<file path="config.mk">
export PLATFORM = sky130hd
export DESIGN_NAME = adcs_slave
export DESIGN_NICKNAME = d
export VERILOG_FILES = /design/src/core/adcs_pkg.sv /design/src/core/adcs_if.sv /design/src/core/adcs_pin_cond.sv /design/src/core/adcs_slave.sv
export VERILOG_INCLUDE_DIRS = /design/src /design/src/core
export SDC_FILE = /design/constraint.sdc
export NUM_CORES = 1
export LEC_CHECK = 0
export BUFFER_PORTS_ARGS = -buffer_cell sky130_fd_sc_hd__buf_2
export CAP_MARGIN = 25
export CORE_ASPECT_RATIO = 0.9
export CORE_MARGIN = 2
export CORE_UTILIZATION = 40
export CTS_CLUSTER_SIZE = 12
export DETAILED_ROUTE_END_ITERATION = 8
export GPL_ROUTABILITY_DRIVEN = 1
export GPL_TIMING_DRIVEN = 0
export PLACE_DENSITY = 0.55
export SLEW_MARGIN = 20
export SYNTH_ARGS = -nofsm -noshare
export SYNTH_HDL_FRONTEND = slang
export SYNTH_SLANG_ARGS = --single-unit
</file>
<file path="constraint.sdc">
create_clock -name sys_clk -period 4.3 [get_ports sys_clk]
set_input_delay 0.86 -clock sys_clk [delete_from_list [all_inputs] [get_ports sys_clk]]
set_output_delay 0.86 -clock sys_clk [all_outputs]
set_load 0.005 [all_outputs]
</file>
<file path="src/core/adcs_regs.svh">
`ifndef ADCS_REGS_SVH
`define ADCS_REGS_SVH
// Widths of the two user registers
`define ADCS_CFG_W 16
`define ADCS_RES_W 24
// Number of bytes in a full result read
`define ADCS_RD_BYTES 3
// Result field positions
`define ADCS_SIGN_BIT 23
`define ADCS_MSB_BIT 22
`define ADCS_DATA_HI 21
`define ADCS_DATA_LO 6
`define ADCS_ZERO_W 6
// Saturation codes, bits 22..6 as 17-bit two's complement view
`define ADCS_POS_FS 17'h10000
`define ADCS_NEG_FS_M1 17'h0FFFF
// Direction bit values
`define ADCS_DIR_READ 1'b1
`define ADCS_DIR_WRITE 1'b0
`endif

</file>
<file path="src/core/adcs_pkg.sv">
package adcs_pkg;
	// Serial engine states, one-hot
	typedef enum logic [5:0] {
		ADCS_IDLE = 6'h01,
		ADCS_ADDR = 6'h02,
		ADCS_AACK = 6'h04,
		ADCS_WRX = 6'h08,
		ADCS_RTX = 6'h10,
		ADCS_DACK = 6'h20
	} adcs_state_t;
endpackage

</file>
<file path="src/core/adcs_if.sv">
`timescale 1ns/10ps
// Bundle between the serial engine and the pin conditioner
interface adcs_if;
	logic scl; // Synchronised clock level
	logic sda; // Synchronised data level
	logic scl_rise; // One-cycle pulse on clock rise
	logic scl_fall; // One-cycle pulse on clock fall
	logic start; // Start or repeated start seen
	logic stop; // Stop seen
	modport cond (output scl, sda, scl_rise, scl_fall, start, stop);
	modport eng (input scl, sda, scl_rise, scl_fall, start, stop);
endinterface

</file>
<file path="src/core/adcs_pin_cond.sv">
`timescale 1ns/10ps
// Two-flop synchronisers and edge/condition detection for the bus pins
module adcs_pin_cond (
	input wire logic sys_clk,
	input wire logic rst_n,
	input wire logic scl_in,
	input wire logic sda_in,
	adcs_if.cond bus
);
	logic [1:0] scl_meta, sda_meta; // Both stages; bit 0 read only by bit 1
	logic [1:0] next_scl_meta, next_sda_meta;
	logic scl_q, sda_q; // Second stage
	logic scl_d, sda_d; // Delayed copies for edge finding
	logic next_scl_d, next_sda_d;

	// Shift pins through the synchroniser chain
	always_comb begin
		next_scl_meta = {scl_meta[0], scl_in};
		next_sda_meta = {sda_meta[0], sda_in};
		next_scl_d = scl_q;
		next_sda_d = sda_q;
	end

	// Bus idles high, so reset to high to avoid a false condition
	always_ff @(posedge sys_clk) begin
		if (!rst_n) begin
			scl_meta <= 2'h3;
			sda_meta <= 2'h3;
			scl_d <= 1'b1;
			sda_d <= 1'b1;
		end else begin
			scl_meta <= next_scl_meta;
			sda_meta <= next_sda_meta;
			scl_d <= next_scl_d;
			sda_d <= next_sda_d;
		end
	end

	assign scl_q = scl_meta[1];
	assign sda_q = sda_meta[1];
	assign bus.scl = scl_q;
	assign bus.sda = sda_q;
	assign bus.scl_rise = scl_q & ~scl_d;
	assign bus.scl_fall = ~scl_q & scl_d;
	assign bus.start = scl_q & scl_d & sda_d & ~sda_q; // [RULE2] [RULE4]
	assign bus.stop = scl_q & scl_d & ~sda_d & sda_q; // [RULE3]
endmodule // adcs_pin_cond

</file>
<file path="src/core/adcs_slave.sv">
`timescale 1ns/10ps
`include "adcs_regs.svh"
// How it works
// RULE1 - Slave only; clock input, data bidirectional
// RULE2 - Start is SDA fall with SCL high
// RULE3 - Stop is SDA rise with SCL high
// RULE4 - Repeated start handled exactly like start
// RULE5 - Eight bits then one acknowledge bit
// RULE6 - Ack pulls low; nak leaves line released
// RULE7 - Data changes only while clock low
// RULE8 - Seven address bits then direction bit
// RULE9 - Selected only on strap address match
// RULE10 - Nak own address while converting
// RULE11 - 16-bit config, 24-bit result registers
// RULE12 - Read up to three bytes; then convert
// RULE13 - Result shifted MSB first on falling edges
// RULE14 - Bit 23 set for zero or positive
// RULE15 - Bits 23,22 flag over and under range
// RULE16 - Bits 21..6 two's complement; low six zero
// RULE17 - Saturate at +FS and -FS minus one
// RULE18 - Zero code may carry either sign
// RULE19 - Sleep after conversion, keep result
// RULE20 - Up to 100 or 400 kbit/s
// RULE21 - Stop after write or short read converts
// RULE22 - Sample incoming data on clock rise
// RULE23 - Address mismatch: release line, ignore until start
module adcs_slave import adcs_pkg::*; #(
	parameter int CFG_W = `ADCS_CFG_W,
	parameter int RES_W = `ADCS_RES_W
) (
	input wire logic sys_clk,
	input wire logic rst_n,
	input wire logic scl_in, // Serial clock pin, input only
	input wire logic sda_in, // Serial data pin level
	output logic sda_out, // Always low; the enable does the pulling
	output logic sda_oe, // High while pulling the data line low
	input wire logic [6:0] strap_addr, // Strap-decoded bus address
	input wire logic conv_done, // Converter finished, pulse
	input wire logic conv_positive, // Input zero or above
	input wire logic conv_over, // Input at or above +FS
	input wire logic conv_under, // Input below -FS
	input wire logic [15:0] conv_code, // Bits 21..6 of the result
	output logic conv_start, // Pulse: launch a conversion
	output logic converting, // Conversion in progress
	output logic sleeping, // Idle, result held
	output logic [CFG_W-1:0] channel_and_config, // Last written word
	output logic cfg_valid // Pulse: a new config word landed
);
	adcs_if bus ();

	adcs_state_t state, next_state;
	logic [3:0] bit_cnt, next_bit_cnt; // Bit count within a unit
	logic [7:0] shreg, next_shreg; // Byte being received
	logic [1:0] byte_cnt, next_byte_cnt; // Bytes moved in this transfer
	logic rd_dir, next_rd_dir; // Direction of the current transfer
	logic wrote, next_wrote; // A whole write byte was acked
	logic rd_part, next_rd_part; // Read started but not finished
	logic [RES_W-1:0] conversion_result, next_conversion_result;
	logic [RES_W-1:0] tx_sh, next_tx_sh; // Outgoing shift copy
	logic [CFG_W-1:0] next_channel_and_config;
	logic [CFG_W-1:0] cfg_acc, next_cfg_acc; // Assembly of the two bytes
	logic next_cfg_valid;
	logic next_sda_oe;
	logic next_conv_start, next_converting;
	logic [RES_W-1:0] packed_res; // Formatted result word
	logic [16:0] body; // Bits 22..6

	adcs_pin_cond u_cond (
		.sys_clk(sys_clk),
		.rst_n(rst_n),
		.scl_in(scl_in),
		.sda_in(sda_in),
		.bus(bus)
	);

	// Format the converter's outcome into the result word
	always_comb begin
		if (conv_over) begin
			body = `ADCS_POS_FS; // [RULE17] [RULE15]
		end else if (conv_under) begin
			body = `ADCS_NEG_FS_M1; // [RULE17] [RULE15]
		end else begin
			// Inverted MSB marks in-range sign, keeps over/under codes unique
			body = {~conv_positive, conv_code}; // [RULE16]
		end
		// Sign comes straight from the converter, so a zero code
		// may carry either value
		packed_res = {(conv_positive | conv_over) & ~conv_under, // [RULE14] [RULE18]
			body, {`ADCS_ZERO_W{1'b0}}}; // [RULE16]
	end

	// Serial engine and conversion bookkeeping
	always_comb begin
		next_state = state;
		next_bit_cnt = bit_cnt;
		next_shreg = shreg;
		next_byte_cnt = byte_cnt;
		next_rd_dir = rd_dir;
		next_wrote = wrote;
		next_rd_part = rd_part;
		next_tx_sh = tx_sh;
		next_cfg_acc = cfg_acc;
		next_channel_and_config = channel_and_config;
		next_cfg_valid = 1'b0;
		next_sda_oe = sda_oe;
		next_conv_start = 1'b0;
		next_converting = converting;
		next_conversion_result = conversion_result;

		// Result is only overwritten when a conversion lands
		if (conv_done && converting) begin
			next_conversion_result = packed_res; // [RULE11]
			next_converting = 1'b0; // [RULE19]
		end

		if (bus.start) begin
			// Start and repeated start both restart address reception
			next_state = ADCS_ADDR; // [RULE2] [RULE4]
			next_bit_cnt = 4'h0;
			next_sda_oe = 1'b0;
			next_byte_cnt = 2'h0;
		end else if (bus.stop) begin
			// Bus free; a finished write or cut-short read launches work
			if ((wrote || rd_part) && !converting) begin
				next_conv_start = 1'b1; // [RULE21]
				next_converting = 1'b1;
			end
			next_wrote = 1'b0;
			next_rd_part = 1'b0;
			next_state = ADCS_IDLE; // [RULE3]
			next_sda_oe = 1'b0;
		end else begin
			unique case (state)
				ADCS_IDLE: begin
					next_sda_oe = 1'b0; // [RULE23]
				end
				ADCS_ADDR: begin
					if (bus.scl_rise) begin
						next_shreg = {shreg[6:0], bus.sda}; // [RULE22] [RULE8]
						next_bit_cnt = bit_cnt + 4'h1;
					end else if (bus.scl_fall && bit_cnt == 4'h8) begin
						// Drive ack only after the falling edge [RULE7]
						if (shreg[7:1] == strap_addr && !converting) begin // [RULE9] [RULE10]
							next_sda_oe = 1'b1; // [RULE6]
							next_rd_dir = (shreg[0] == `ADCS_DIR_READ);
							next_state = ADCS_AACK;
						end else begin
							next_sda_oe = 1'b0; // [RULE6] [RULE23]
							next_state = ADCS_IDLE;
						end
						next_bit_cnt = 4'h0;
					end
				end
				ADCS_AACK: begin
					if (bus.scl_fall) begin
						next_bit_cnt = 4'h0;
						if (rd_dir) begin
							// First data bit replaces the ack [RULE13]
							next_tx_sh = {conversion_result[RES_W-2:0], 1'b0};
							next_sda_oe = ~conversion_result[RES_W-1];
							next_rd_part = 1'b1;
							next_state = ADCS_RTX;
						end else begin
							next_sda_oe = 1'b0; // Release for master data [RULE5]
							next_state = ADCS_WRX;
						end
					end
				end
				ADCS_WRX: begin
					if (bus.scl_rise) begin
						next_shreg = {shreg[6:0], bus.sda}; // [RULE22]
						next_bit_cnt = bit_cnt + 4'h1;
					end else if (bus.scl_fall && bit_cnt == 4'h8) begin
						next_bit_cnt = 4'h0;
						if (byte_cnt < 2'h2) begin
							next_sda_oe = 1'b1; // Ack the byte [RULE5] [RULE6]
							next_cfg_acc = {cfg_acc[7:0], shreg};
							next_byte_cnt = byte_cnt + 2'h1;
							next_wrote = 1'b1;
							next_state = ADCS_DACK;
							if (byte_cnt == 2'h1) begin
								next_channel_and_config = {cfg_acc[7:0], shreg}; // [RULE11]
								next_cfg_valid = 1'b1;
							end
						end else begin
							// Only two bytes fit the config word
							next_sda_oe = 1'b0; // [RULE6]
							next_state = ADCS_IDLE;
						end
					end
				end
				ADCS_RTX: begin
					if (bus.scl_rise) begin
						next_bit_cnt = bit_cnt + 4'h1;
					end else if (bus.scl_fall) begin
						if (bit_cnt == 4'h8) begin
							// Release for the master's ack [RULE5]
							next_sda_oe = 1'b0;
							next_byte_cnt = byte_cnt + 2'h1;
							next_state = ADCS_DACK;
						end else begin
							next_sda_oe = ~tx_sh[RES_W-1]; // [RULE13] [RULE7]
							next_tx_sh = {tx_sh[RES_W-2:0], 1'b0};
						end
					end
				end
				ADCS_DACK: begin
					if (bus.scl_rise && rd_dir) begin
						// Master nak ends the read; sample on rise [RULE22]
						if (bus.sda) begin
							next_state = ADCS_IDLE;
						end
						if (byte_cnt == `ADCS_RD_BYTES) begin
							// All three bytes gone: convert at once [RULE12]
							next_conv_start = 1'b1;
							next_converting = 1'b1;
							next_rd_part = 1'b0;
							next_state = ADCS_IDLE;
						end
					end else if (bus.scl_fall) begin
						next_bit_cnt = 4'h0;
						if (rd_dir) begin
							next_sda_oe = ~tx_sh[RES_W-1]; // [RULE13]
							next_tx_sh = {tx_sh[RES_W-2:0], 1'b0};
							next_state = ADCS_RTX;
						end else begin
							next_sda_oe = 1'b0; // [RULE5]
							next_state = ADCS_WRX;
						end
					end
				end
			endcase
		end
	end

	// Register the engine; a conversion runs after reset, as at power-up
	always_ff @(posedge sys_clk) begin
		if (!rst_n) begin
			state <= ADCS_IDLE;
			bit_cnt <= 4'h0;
			shreg <= 8'h00;
			byte_cnt <= 2'h0;
			rd_dir <= 1'b0;
			wrote <= 1'b0;
			rd_part <= 1'b0;
			tx_sh <= 24'h000000;
			cfg_acc <= 16'h0000;
			channel_and_config <= 16'h0000;
			cfg_valid <= 1'b0;
			sda_oe <= 1'b0;
			conv_start <= 1'b1;
			converting <= 1'b1;
			conversion_result <= 24'h000000;
		end else begin
			state <= next_state;
			bit_cnt <= next_bit_cnt;
			shreg <= next_shreg;
			byte_cnt <= next_byte_cnt;
			rd_dir <= next_rd_dir;
			wrote <= next_wrote;
			rd_part <= next_rd_part;
			tx_sh <= next_tx_sh;
			cfg_acc <= next_cfg_acc;
			channel_and_config <= next_channel_and_config;
			cfg_valid <= next_cfg_valid;
			sda_oe <= next_sda_oe;
			conv_start <= next_conv_start;
			converting <= next_converting;
			conversion_result <= next_conversion_result;
		end
	end

	// Open drain: only ever pull low [RULE1] [RULE20]
	always_ff @(posedge sys_clk) begin
		sda_out <= 1'b0;
		sleeping <= rst_n & ~next_converting; // [RULE19]
	end
endmodule // adcs_slave

</file>
# Yosys cells after proc, flatten, opt, wreduce, memory -nomap -nowiden
# Index checks and enable logic that the tools add are counted.
# totals
output_inout_bits	22
register_bits	100
wordCells	203
# op_classes
n_addsub	2
n_mux	81
magnitude_cmp	1
n_reduce_logical	32
n_bitwise	26
eq_ne	40
# op_table
operator	n
2-to-1 mux 24 bit	8
2-to-1 mux 6 bit	12
case mux 24 bit (3 select lines)	1
2-to-1 mux 1 bit	38
2-to-1 mux 17 bit	2
inequality test 2 bit (second input constant)	15
case mux 6 bit (5 select lines)	1
inequality test 4 bit (second input constant)	7
AND reduction 9 bit	3
2-to-1 mux 4 bit	5
AND reduction 6 bit	3
2-to-1 mux 2 bit	8
NOT 1 bit	16
case mux 4 bit (4 select lines)	1
inequality test 3 bit (second input constant)	4
AND reduction 11 bit	1
AND reduction 5 bit	2
AND 1 bit	9
AND reduction 8 bit	1
nonzero test 2 bit	4
== test 7 bit	1
AND reduction 7 bit	1
nonzero test 7 bit	1
OR reduction 7 bit	1
other kinds (31)	37

# Depth between registers and ports, before layout
# Gate-level depths: netlist (run 1).
# logic_depth
depth_word	9
ltp_mapped	10
depth_no_buf	8

# Modules after synthesis
# Synthesis (run 1) repeated with hierarchy kept, for this count alone.
# hier_totals
hier_cells	498
hier_area_um2	4504.3
# modules_own_cells
mod	cells_per_inst	area_each_um2	seq_area_each_um2	instances
adcs_slave	482	4314.1	1741.7	1
adcs_pin_cond	16	190.2	120.1	1

# Worst setup path after synthesis (run 1)
# OpenSTA, ideal clock, no wires.
# synth_timing
path_kind	register to register
start	reg state[2]
end	reg tx_sh[11]
required_time_ps	4184
n_path_buf	4
stages_incl_launch_ff	11
setup_time_ps	116
setup_slack_ps	1946
t_arrival_ps	2237
cell_sequence	dfxtp_1 > buf_6 > or4b_4 > or3_1 > buf_2 > o211ai_2 > nor3b_2 > and2_4 > buf_6 > buf_6 > o211a_1
# synth_between
elab_chain_cells	3
word_cells_on_any_way	14
# synth_rtl
item	line	source
start: declaration	adcs_slave.sv:51	adcs_state_t state, next_state;
start signal: assignment	adcs_slave.sv:255	state <= next_state;
== test 6 x 5 -> 1 bit, or another cell as far along	adcs_slave.sv:133	unique case (state)
inequality test 2 bit (no source line) / nonzero test 3 bit (equally long branches)	-	
AND reduction 11 bit (no source line)	-	
end signal: assignment	adcs_slave.sv:262	tx_sh <= next_tx_sh;
end: declaration	adcs_slave.sv:59	logic [RES_W-1:0] tx_sh, next_tx_sh;
# Several ways; a longest one is shown, not always the timed one.
# A chain may end at the register's enable or synchronous reset.

# Worst setup path after layout (run 1)
# layout_timing
start	reg state[1]
end	reg tx_sh[17]
# Same word-level chain as after synthesis.

==> results of run 1 <==
## registers in the layout (all words and copies together), names as in the netlist, 2 cells and up
signal,cells
tx_sh,17
shreg,8
cfg_acc,8
state,6
u_cond.sda_meta,2
bit_cnt,4
channel_and_config,16
u_cond.scl_meta,2
conversion_result,18
byte_cnt,2
## where the power goes
part	total, mW	internal [mW]	switching, mW
sequential	0.884	0.875	0.00943
combinational	0.103	0.0431	0.0594
clock	0.776	0.410	0.366
total	1.76	1.33	0.435
## placed cells by master (no fill, tap or decap), types with 11 or more instances in the layout
master    netlist  routed
mux2i_1        26      26
nand2_1        66      66
a21oi_1        29      29
clkbuf_1       25      26
nor2_1         35      35
dfxtp_1        93      93
nand3_1        26      26
nor3_1         24      24
buf_2           3      51
a21boi_0       15      15
a21boi_1       11      11
nand2b_1       12      12
nor2b_1        29      29
o211a_1        18      18
## cell type report
class,instances,area [sq um]
repair buffers,48,240
multi-input cells,362,2230
plain buffers,35,161
clock inverters,6,60.1
inverters,8,30.0
fillers,1037,5360
clock buffers,10,229
well taps,129,161
flip-flops and latches,93,1860
## routing by layer
metal | up-vias | track usage, % | share of wire (%)
met1 | 1714 | 26.9 | 50
met5 | - | 0 | 0
met3 | 10 | 3.91 | 5.4
met2 | 78 | 28.0 | 43
met4 | 0 | 6.38 | 1.2
li1 | 1844 | - | -
## cells by family after synthesis
group,count (synthesis)
other,1
AOI/OAI and AO/OA,103
and+or+nand+nor,217
adders and majority gates,5
xor gates and xnor gates,10
DFF,93
buffers and inverters,43
muxes,26
## per-stage QoR
stage	std cells	total power, mW	cell area [sq um]	hold slack, ns
6_report	691	1.76	4970	0.413
5_1_grt	691	1.84	4970	0.432
4_1_cts	691	1.79	4970	0.416
3_5_place_dp	675	1.01	4680	0.399
3_3_place_gp	675	1.01	4680	0.391
2_1_floorplan	498	0.969	4280	0.386
## final timing paths
path	startpoint	to	slack (ns)	depth (start not counted)
setup / recovery	state[1]	tx_sh[17]	1.56	8
hold / removal	u_cond.scl_meta[0]	u_cond.scl_meta[1]	0.41	1
setup reg to reg	state[1]	tx_sh[17]	1.56	8
hold reg to reg	u_cond.scl_meta[0]	u_cond.scl_meta[1]	0.41	1
## critical path: stages (launching register included)
cell and delay (ns):
dfxtp_1 0.31, clkbuf_1 0.31, or4_1 0.24, nand2b_1 0.13, clkbuf_1 0.44, clkbuf_1 0.65, mux2i_1 0.30, nand3_1 0.10
o211a_1 0.16
==> metrics.yaml, run 1 <==
cts:
  cts-root-buf: "clkbuf_16"
  cts_hold_buffers: 0
  numCtsBuffers: 9
  numClockSinks: 93
  path_clk_slew_ns: 0.07
  h-tree-depth: 3
  cts_tree: "built"
  clk-insertion-delay-late_ns: 0.34
  cts.path.max_buffers: 2
  cts_resized: 0
  post_cts_buffers: 0
synthesis:
  synth_simple_gate_area_share_pct: 25.2
  synth_cell_types: 53
  syn-num-nets: 534
  synth_top_area_cell: "dfxtp_1"
  ys_warn_count: 0
  synth_cells: 498
  yosysMostFrequentCell: "dfxtp_1"
  synth_area_per_cell_sq_um: 8.60
  synth-xor-area-share_pct: 2.05
  synth-adder-area-share_pct: 1.46
  synthFlopType: "dfxtp_1"
  synth_top_family_by_area: "simple AND/OR/NAND/NOR gates"
  syn_area_sq_mm: 0.00428
  synthArstFlopShare_pct: 0
  synth_compound_area_share_pct: 17.2
  ys_ff_latch: 93
  ys_seq_area_share_pct: 43.5
  yosys-top-cells-area: "dfxtp_1, mux2i_1, nand2_1, nor2b_1, o211a_1"
  synth_edf_count: 0
  synth_mux_area_share_pct: 6.08
  ys_top_cells_by_count: "dfxtp_1, nand2_1, nor2_1"
  synth_top_area_share_pct: 43.5
layout:
  area_growth_pct: 16.1
  antenna_cells: 0
  fin_util_pct: 48.1
  layout.nets: 593
  drive_gt1_share_pct: 13.2
global_route:
  grt_pass1_wl_um: 17300
  grt_pass1_vias: 3518
  overflow: 0
  track_usage_pct: 18.7
  antenna_found_initial: 0
  grt_max_degree: 19
critical_path:
  crit_fanout: 10
  cp-end-kind: "flop"
  crit_type: "flop to flop"
  cp.required_ns: 4.53
  cp.arrival_ns: 2.97
  worstSetupStartpointType: "flop"
power:
  peakVddDrop_mv: 0.167
  cellPowerDensity_mw_per_mm2: 355
  p_leak_nw: 2.22
route:
  drcViolationCount: 0
  viasPerCell: 5.28
  wl_um: 10200
  ant_nets: 0
  num_vias: 3646
  dr.pass1.iters: 4
  wl_per_cell_um: 14.7
  drt_iter0_drc: 127
die:
  dieHeight_um: 102
  die_x_um: 113
  dieArea_sq_mm: 0.0115
  core_sq_mm: 0.0103
  initial_utilization_pct: 41.4
  num_io_pins: 53
  rows: 35
sta:
  slew-limit-headroom_pct: 39.3
  finClkSkew_ns: 0.0116
  hold_viol_final: 0
  min_period_ns: 2.74
  timing.final.crit_share_pct: 63.7
  tightest_slew_ns: 0.902
  setup_tns_ns: 0
  final-setup-viol-count: 0
  max_freq_ghz: 0.365
  worst_slack_ns: 1.56
  rsz0062_at_grt: "false"
  finalMaxSlewViolations: 0
worst_hold_path:
  hp-class: "flop to flop"
place:
  gp_congestion: 0.885
  pre_cts_ws_ns: 1.50
  dp_hpwl_um: 7460
  io_buffers: 48
outcome:
  status: "completed"
run:
  drv_cap: 0
Note: power is estimated with default switching activity, not from simulation.
==> inputs of run 2 (changes only) <==
Settings changed: PLACE_DENSITY 0.55 to 0.57.
Clock period 4.3 ns to 2.4 ns, I/O delays scaled along.
==> run 2 against run 1 <==
Against the previous run:
- clock power rose by 84%
- sequential power rose by 80%
- sequential share of layout area fell by 0.90 points
- critical path depth did not move
- utilization rose by 1.4 points
- worst setup slack got worse by 1.5 ns
==> metrics.yaml, run 2 (same netlist as run 1, synthesis figures left out) <==
sta:
  timing.final.crit_share_pct: 98.2
  final-setup-viol-count: 0
  hold_viol_final: 0
  worst_slack_ns: 0.0424
  holdWs_ns: 0.323
  rsz0062_at_grt: "false"
  slew-limit-headroom_pct: 40.8
  max_freq_ghz: 0.424
  finClkSkew_ns: 0.0152
  min_period_ns: 2.36
  tightest_slew_ns: 0.876
  setup_tns_ns: 0
  finalMaxSlewViolations: 0
layout:
  n_fill_cell: 1012
  final_common_cell: "dfxtp_1"
  instances_no_fill: 690
  drive_gt1_share_pct: 17.5
  layout.nets: 592
  final_cell_mix: "dfxtp_1, nand2_1, buf_2, nor2_1, a21oi_1"
  top_regs: "conversion_result (18), tx_sh (17), channel_and_config (16)"
  fin_util_pct: 49.5
  stdcell_area_sq_mm: 0.00511
  largest_reg_flops: 18
  antenna_cells: 0
  largest-register: "conversion_result"
  area_growth_pct: 19.4
die:
  rows: 35
  core_sq_mm: 0.0103
  dieArea_sq_mm: 0.0115
  num_io_pins: 53
  dieHeight_um: 102
  die_x_um: 113
  initial_utilization_pct: 41.4
run:
  drv_cap: 0
critical_path:
  crit_end: "tx_sh[11]"
  crit_type: "flop to flop"
  worst_path_max_delay_cell: "or4b_4"
  cpPeakStageDelay_ns: 0.55
  cp.required_ns: 2.63
  startpoint: "state[2]"
  r2r_cells: 8
  crit_cells: 8
  crit_fanout: 10
  worstPathCellList: "buf_6 -> or4b_4 -> or3_4 -> o211ai_4 -> nor3b_4 -> and2_4 -> clkbuf_16 -> o211a_1"
  cp.arrival_ns: 2.59
  rrSetupSlack_ns: 0.04
  cp_num_buf_inv: 2
  r2r-start: "state[2]"
  crit_family: "simple AND/OR/NAND/NOR gates"
  worstSetupStartpointType: "flop"
  cp-end-kind: "flop"
  reg2reg_to: "tx_sh[11]"
route:
  wl_um: 10600
  ant_nets: 0
  wl_per_cell_um: 15.3
  viasPerCell: 5.31
  dr.pass1.iters: 4
  drt_iter0_drc: 171
  num_vias: 3666
  drcViolationCount: 0
cts:
  cts_tree: "built"
  path_clk_slew_ns: 0.07
  numClockSinks: 93
  clk-insertion-delay-late_ns: 0.34
  cts_hold_buffers: 0
  cts.path.max_buffers: 2
  cts-root-buf: "clkbuf_16"
  h-tree-depth: 3
  numCtsBuffers: 9
outcome:
  status: "completed"
worst_hold_path:
  hp-class: "input pin to flop"
place:
  dpl.cell_count: 675
  pre_cts_ws_ns: -0.255
  dp_hpwl_um: 7610
  placed_cell_area_sq_mm: 0.00468
  gp_congestion: 0.907
  io_buffers: 48
global_route:
  track_usage_pct: 18.5
  grt_max_degree: 19
  grt_pass1_vias: 3475
  overflow: 0
  antenna_found_initial: 0
  grt_pass1_wl_um: 17300
power:
  total_power_mw: 3.21
  cellPowerDensity_mw_per_mm2: 628
  peakVddDrop_mv: 0.328
  p_leak_nw: 2.28
-- run 2: cell count changes in the layout (fill, tap and decap cells not counted), sizes merged --
| cell | delta |
|---|---|
| inv | -2 |
| clkinvlp | +2 |
| buf | +2 |
| clkbuf | -3 |
-- run 2: worst reg2reg max path, stage by stage, from the launching register on --
cell       delay [ns]
dfxtp_1          0.31
buf_6            0.13
or4b_4           0.55
or3_4            0.39
o211ai_4         0.23
nor3b_4          0.07
and2_4           0.21
clkbuf_16        0.17
o211a_1          0.20
-- run 2: report_power, final --
group,internal [mW],switching [mW],leakage (nW)
Clock,0.762,0.671,0.143
Combinational,0.0823,0.110,1.38
Sequential,1.57,0.0199,0.755
Total,2.41,0.801,2.28
-- run 2: repair_timing --
| item | CTS | global route |
|---|---|---|
| hold endpoints to repair | 0 | 0 |
| gates cloned | 0 | 1 |
| gates resized for setup | 16 | 16 |
| endpoints found under the setup margin | 34 | 34 |
| setup buffers | 3 | 2 |
| pin swaps | 4 | 4 |
-- run 2: layout make-up --
class                      instances  area, sq um  area share, %
buffer                            28          135           2.64
clock buffer                      10          239           4.68
clock inverter                     6         65.1           1.27
inverter                           8         30.0          0.588
multi-input combinational        362         2310           45.2
sequential                        93         1870           36.5
tap                              129          161           3.16
timing repair buffer              54          303           5.92
-- run 2: how the worst min path moves through the flow --
stage / from / slack, ns / end / cells past startpoint
after floorplan: u_cond.scl_meta[0] / 0.39 / u_cond.scl_meta[1] / 1
after global placement: u_cond.scl_meta[0] / 0.39 / u_cond.scl_meta[1] / 1
after detailed placement: u_cond.sda_meta[0] / 0.40 / u_cond.sda_meta[1] / 1
after CTS: scl_in / 0.33 / u_cond.scl_meta[0] / 2
after global routing: scl_in / 0.33 / u_cond.scl_meta[0] / 2
final: scl_in / 0.32 / u_cond.scl_meta[0] / 2
-- run 2: routing by layer --
| layer | track usage, % | wire [um] |
|---|---|---|
| met1 | 26.4 | 5430 |
| met2 | 28.3 | 4630 |
| met3 | 3.68 | 404 |
| met4 | 6.00 | 133 |
| met5 | 0 | 0 |
